### config.mk
export PLATFORM = sky130hd
export DESIGN_NAME = cgf_fanout
export DESIGN_NICKNAME = d
export VERILOG_FILES = /design/src/inc/cgf_pkg.sv /design/src/inc/cgf_bank_if.sv /design/src/rtl/cgf_bank_gate.sv /design/src/rtl/cgf_fanout.sv
export SDC_FILE = /design/constraint.sdc
export NUM_CORES = 1
export LEC_CHECK = 0
export ABC_AREA = 0
export BUFFER_PORTS_ARGS = -buffer_cell sky130_fd_sc_hd__buf_2
export CAP_MARGIN = 0
export CELL_PAD_IN_SITES_DETAIL_PLACEMENT = 0
export CELL_PAD_IN_SITES_GLOBAL_PLACEMENT = 1
export CORE_MARGIN = 4
export CORE_UTILIZATION = 34
export CTS_CLUSTER_SIZE = 40
export DETAILED_ROUTE_END_ITERATION = 16
export PLACE_DENSITY_LB_ADDON = 0.1
export SETUP_SLACK_MARGIN = 0.3
export SYNTH_ARGS = -nofsm -noshare
export SYNTH_HDL_FRONTEND = slang
export SYNTH_HIERARCHICAL = 1
export SYNTH_SLANG_ARGS = --single-unit
### constraint.sdc
create_clock -name mclk -period 1.5 [get_ports mclk]
set_input_delay 0.225 -clock mclk [delete_from_list [all_inputs] [get_ports mclk]]
set_output_delay 0.225 -clock mclk [all_outputs]
set_load 0.005 [all_outputs]
### src/inc/cgf_pkg.sv
// ****************************************************************
// Shared constants for the dual bank clock gate fanout
// ****************************************************************
package cgf_pkg;

  // ****************************************************************
  // Structure
  // ****************************************************************
  localparam int NUM_BANKS   = 2;
  localparam int BANK_WIDTH  = 5;
  localparam int SYNC_STAGES = 2;

  // Bank indices
  localparam int BANK_A_IDX = 0;
  localparam int BANK_B_IDX = 1;

  // ****************************************************************
  // Reset and output values
  // ****************************************************************
  localparam logic [BANK_WIDTH-1:0] OUT_RESET    = 5'h00;
  localparam logic [BANK_WIDTH-1:0] OUT_ALL_HIGH = 5'h1f;
  localparam logic                  SYNC_RESET   = 1'b0;

  // ****************************************************************
  // Timing
  // ****************************************************************
  localparam int MCLK_FREQ_MHZ       = 50;
  localparam int SRC_CLOCK_MAX_MHZ   = 200;
  // Sampled source needs at least two mclk per half period to be seen
  localparam int SRC_CLOCK_TRACK_MHZ = MCLK_FREQ_MHZ / 4;

  // ****************************************************************
  // Bank modes
  // ****************************************************************
  typedef enum logic
  {
    BANK_GATED,
    BANK_BUFFER
  } cgf_bank_mode_type;

endpackage : cgf_pkg

### src/inc/cgf_bank_if.sv
`timescale 1ns/100ps

// ****************************************************************
// Link between the fanout top and one bank gate
// ****************************************************************
interface cgf_bank_if
#(
  parameter int WIDTH = 5
);
  logic             fall_edge;
  logic             clk_level;
  logic             enable;
  logic [WIDTH-1:0] outputs;
  logic             active;

  modport top
  (
    output fall_edge,
    output clk_level,
    output enable,
    input  outputs,
    input  active
  );

  modport bank
  (
    input  fall_edge,
    input  clk_level,
    input  enable,
    output outputs,
    output active
  );
endinterface : cgf_bank_if

### src/rtl/cgf_bank_gate.sv
`timescale 1ns/100ps

// ****************************************************************
// One gated bank of clock copies
// ****************************************************************
module cgf_bank_gate
#(
  parameter int WIDTH = 5
)
(
  // Clock and reset
  input  wire logic   mclk,
  input  wire logic   reset_n,
  input  wire logic   clk_en,
  // Towards the top
  cgf_bank_if.bank    link
);

  cgf_pkg::cgf_bank_mode_type mode_q;
  cgf_pkg::cgf_bank_mode_type mode_d;
  logic [WIDTH-1:0]           out_q;
  logic [WIDTH-1:0]           out_d;

  // ****************************************************************
  // Mode and outputs
  // ****************************************************************
  always_comb
  begin
    mode_d = mode_q;
    if (link.fall_edge)
    begin
      // Mode only moves at a falling edge: clock is low then, no runt
      mode_d = link.enable ? cgf_pkg::BANK_BUFFER : cgf_pkg::BANK_GATED;
    end
    case (mode_d)
      cgf_pkg::BANK_BUFFER:
      begin
        out_d = {WIDTH{link.clk_level}};
      end
      cgf_pkg::BANK_GATED:
      begin
        out_d = '0;
      end
      default:
      begin
        out_d = '0;
      end
    endcase
  end

  always_ff @(posedge mclk)
  begin
    if (!reset_n)
    begin
      mode_q <= cgf_pkg::BANK_GATED;
      out_q  <= '0;
    end
    else if (clk_en)
    begin
      mode_q <= mode_d;
      out_q  <= out_d;
    end
  end

  assign link.outputs = out_q;
  assign link.active  = (mode_q == cgf_pkg::BANK_BUFFER);

endmodule : cgf_bank_gate

### src/rtl/cgf_fanout.sv
`timescale 1ns/100ps

// ****************************************************************
// Dual bank clock gate fanout
// ****************************************************************
module cgf_fanout
#(
  parameter int BANK_WIDTH = cgf_pkg::BANK_WIDTH
)
(
  // Clock and reset
  input  wire logic                  mclk,
  input  wire logic                  reset_n,
  input  wire logic                  clk_en,
  // Source clock pin
  input  wire logic                  src_clock,
  // Bank enable pins
  input  wire logic                  bank_a_enable,
  input  wire logic                  bank_b_enable,
  // Clock copies
  output logic [BANK_WIDTH-1:0]      bank_a_clock_outputs,
  output logic [BANK_WIDTH-1:0]      bank_b_clock_outputs,
  // Bank status
  output logic                       bank_a_active,
  output logic                       bank_b_active
);

  localparam int NB = cgf_pkg::NUM_BANKS;
  localparam int NS = NB + 1;

  // ****************************************************************
  // Pin synchronisers
  // ****************************************************************
  // Bit NB is the source clock, lower bits the bank enables
  logic [NS-1:0] pin_raw;
  logic [NS-1:0] sync1_q;
  logic [NS-1:0] sync1_d;
  logic [NS-1:0] sync2_q;
  logic [NS-1:0] sync2_d;
  logic          clk_hist_q;
  logic          clk_hist_d;
  logic          fall_edge;

  assign pin_raw[cgf_pkg::BANK_A_IDX] = bank_a_enable;
  assign pin_raw[cgf_pkg::BANK_B_IDX] = bank_b_enable;
  assign pin_raw[NB]                  = src_clock;

  always_comb
  begin
    sync1_d    = pin_raw;
    sync2_d    = sync1_q;
    clk_hist_d = sync2_q[NB];
  end

  always_ff @(posedge mclk)
  begin
    if (!reset_n)
    begin
      sync1_q    <= '0;
      sync2_q    <= '0;
      clk_hist_q <= cgf_pkg::SYNC_RESET;
    end
    else if (clk_en)
    begin
      sync1_q    <= sync1_d;
      sync2_q    <= sync2_d;
      clk_hist_q <= clk_hist_d;
    end
  end

  // ****************************************************************
  // Source falling edge
  // ****************************************************************
  // Sampled detection: source faster than the tracking limit aliases
  assign fall_edge = clk_hist_q & ~sync2_q[NB] & clk_en;

  // ****************************************************************
  // Banks
  // ****************************************************************
  logic [BANK_WIDTH-1:0] bank_out [NB];
  logic [NB-1:0]         bank_act;

  generate
    for (genvar g = 0; g < NB; g++)
    begin : gen_bank
      cgf_bank_if #(.WIDTH(BANK_WIDTH)) link ();

      assign link.fall_edge = fall_edge;
      assign link.clk_level = sync2_q[NB];
      assign link.enable    = sync2_q[g];
      assign bank_out[g]    = link.outputs;
      assign bank_act[g]    = link.active;

      cgf_bank_gate
      #(
        .WIDTH   (BANK_WIDTH)
      )
      u_gate
      (
        .mclk    (mclk),
        .reset_n (reset_n),
        .clk_en  (clk_en),
        .link    (link)
      );
    end
  endgenerate

  // Ten copies, five per bank
  assign bank_a_clock_outputs = bank_out[cgf_pkg::BANK_A_IDX];
  assign bank_b_clock_outputs = bank_out[cgf_pkg::BANK_B_IDX];
  assign bank_a_active        = bank_act[cgf_pkg::BANK_A_IDX];
  assign bank_b_active        = bank_act[cgf_pkg::BANK_B_IDX];

endmodule : cgf_fanout

==> flow_metrics.tcl <==
set metrics [dict create \
    status "finished clean" \
    setup_viol 0 \
    vdd.ir_drop.worst_v 0.000340 \
    slowest_stage "dfxtp_2" \
    p_leak_nw 0.282 \
    cts.sinks 11 \
    hold_buffers 0 \
    synth-seq-area-share 0.429 \
    synth-seq-cells 11 \
    root_buffer "clkbuf_4" \
    cts.clk_slew.worst_paths_ns 0.07 \
    regArea_um2 221 \
    portBuffers 17 \
    holdCritPathClass "in -> reg" \
    p_seq_frac 0.563 \
    synth_area_per_cell_um2 10.5 \
    multi_input_area_um2 221 \
    cp_top_family "simple AND/OR/NAND/NOR gates" \
    nets 69 \
    routed_via_density 4.68 \
    hold_viol_final 0 \
    syn_nets 55 \
    synthesis.area_um2 513 \
    max_cap_viol_count 0 \
    first_global_vias 329 \
    post-route-min-period_ns 1.10 \
    final_cell_mix "buf_2 (17), dfxtp_1 (10), mux2i_1 (9)" \
    ant_nets 0 \
    die_h_um 46.8 \
    final_common_cell "buf_2" \
    drt_wl_total_um 924 \
    start_kind "register" \
    path_cells "and3b_2 > and3_1 > o21a_1" \
    p_int_w 0.000419 \
    drt_first_pass_iters 2 \
    p_per_area_nw_per_um2 931 \
    synth_cell_types 12 \
    cts_buffers 3 \
    skew_ns 0.00574 \
    yosys_warnings 6 \
    hpwl_um 699 \
    final.setup.tns_ns 0 \
    cts_tree "yes" \
    min_period_over_period 0.736 \
    fin_cells 77 \
    cp-end-kind "register" \
    comb_power_share 0.070 \
    crit_fanout 6 \
    clkPwrFrac 0.367 \
    detail_route.iter0.violations 1 \
    crit_path_max_incr_delay_ns 0.36 \
    syn2layout_area_growth_pct 13.4 \
    fp.dieW_um 46.8 \
    die_area_um2 2190 \
    n_fill_cell 152 \
    maxSlewViolCount 0 \
    final_layout_size_suffix_gt1_frac 0.387 \
    critical_path_class "reg -> reg" \
    slew_headroom 0.860 \
    cp.required_ns 1.66 \
    clock_latency_ns 0.27 \
    placed_cells 73 \
    htreeDepth 1 \
    num_io_pins 18 \
    power.switching_w 0.000123 \
    tightest_slew_ns 0.210 \
    routedWlPerCell_um 12.0 \
    cts_buffer_depth 2 \
    rows 13 \
    vias 360 \
    rsz0062_at_grt "no" \
    antenna_cells 0 \
    initial_core_util 0.375 \
    critical_path_buf_inv_count 0 \
    grt_max_degree 16 \
    arrival_ns 1.27 \
    cts_resized 0 \
    antenna_found_initial 0 \
    drc 0 \
    synthCells 49 \
    post_cts_buffers 0 \
    overflow 0 \
    switching_share 0.227 \
    core_um2 1370 \
    grt_pass1_wl_um 1450 \
    max_freq_mhz 906 \
    place_congestion 0.641 \
    track_usage 0.0964 \
]
-- worst min-delay path: stages --
cell and delay, ns:
buf_2 0.07, mux2i_1 0.06, nor2b_1 0.09
-- stage by stage --
stage          total power [W]  utilization  hold slack [ns]  worst slack (ns)  area (um2)
6_report              0.000541        0.426            0.214             0.396         582
5_1_grt               0.000571        0.426            0.225             0.354         582
4_1_cts               0.000553        0.425            0.208             0.344         581
3_5_place_dp          0.000350        0.405            0.489             0.363         553
3_3_place_gp          0.000347        0.405            0.484             0.419         553
2_1_floorplan         0.000334            -            0.343             0.447         513
-- cell usage after synthesis, drive strengths merged --
library cell,n,area share
buf,9,0.14
nor2b,7,0.085
and3b,1,0.020
and3,2,0.024
dfxtp,11,0.43
o21ai,2,0.020
o21a,2,0.029
mux2i,9,0.18
nand3,2,0.020
nand3b,2,0.029
a21boi,2,0.029
-- flip-flops by register name (all words and copies together), names as in the netlist --
name                          count
clk_hist_q                        1
sync1_q                           3
gen_bank.u_gate/link.active       2
gen_bank.u_gate/link.outputs      2
sync2_q                           3
-- cell type report --
type                            instances  area share
Multi-Input combinational cell         29       0.381
Clock inverter                          1     0.00860
Sequential cell                        11       0.381
Tap cell                               15      0.0323
Timing Repair Buffer                   18       0.159
Clock buffer                            3      0.0387
-- kinds of logic (layout without fill, tap and decap cells) --
logic type             after synthesis  after routing  synth area share
AOI/OAI and AO/OA                    6              6            0.0780
DFF                                 11             11             0.429
and+or+nand+nor                     14             14             0.178
buffers and inverters                9             22             0.139
muxes                                9              9             0.176
-- worst paths after layout --
check	from	end	slack [ns]	cells past startpoint
max	sync2_q[2]$_SDFFE_PN0P_	gen_bank[1].u_gate/link.active$_SDFFE_PN0P_	0.40	3
max reg2reg	sync2_q[2]$_SDFFE_PN0P_	gen_bank[1].u_gate/link.active$_SDFFE_PN0P_	0.40	3
min reg2reg	sync2_q[2]$_SDFFE_PN0P_	gen_bank[1].u_gate/link.outputs[3]$_SDFFE_PN0P_	0.51	2
min	src_clock	sync1_q[2]$_SDFFE_PN0P_	0.21	3
-- metal layers --
| metal | vias up | wire (um) | track usage |
|---|---|---|---|
| met5 | - | 0 | 0 |
| met4 | 0 | 0 | 0.0663 |
| met3 | 0 | 109 | 0.0230 |
| met2 | 18 | 371 | 0.146 |
| met1 | 155 | 442 | 0.120 |
| li1 | 187 | - | - |
-- power groups by stage --
stage / registers [W] / logic (W) / clock network [W]
floorplan: 0.000310 / 0.0000241 / 0
global placement: 0.000311 / 0.0000361 / 0
detailed placement: 0.000312 / 0.0000378 / 0
CTS: 0.000305 / 0.0000379 / 0.000210
global route: 0.000307 / 0.0000415 / 0.000223
finish: 0.000305 / 0.0000378 / 0.000199
Note: power is estimated with default switching activity, not from simulation.
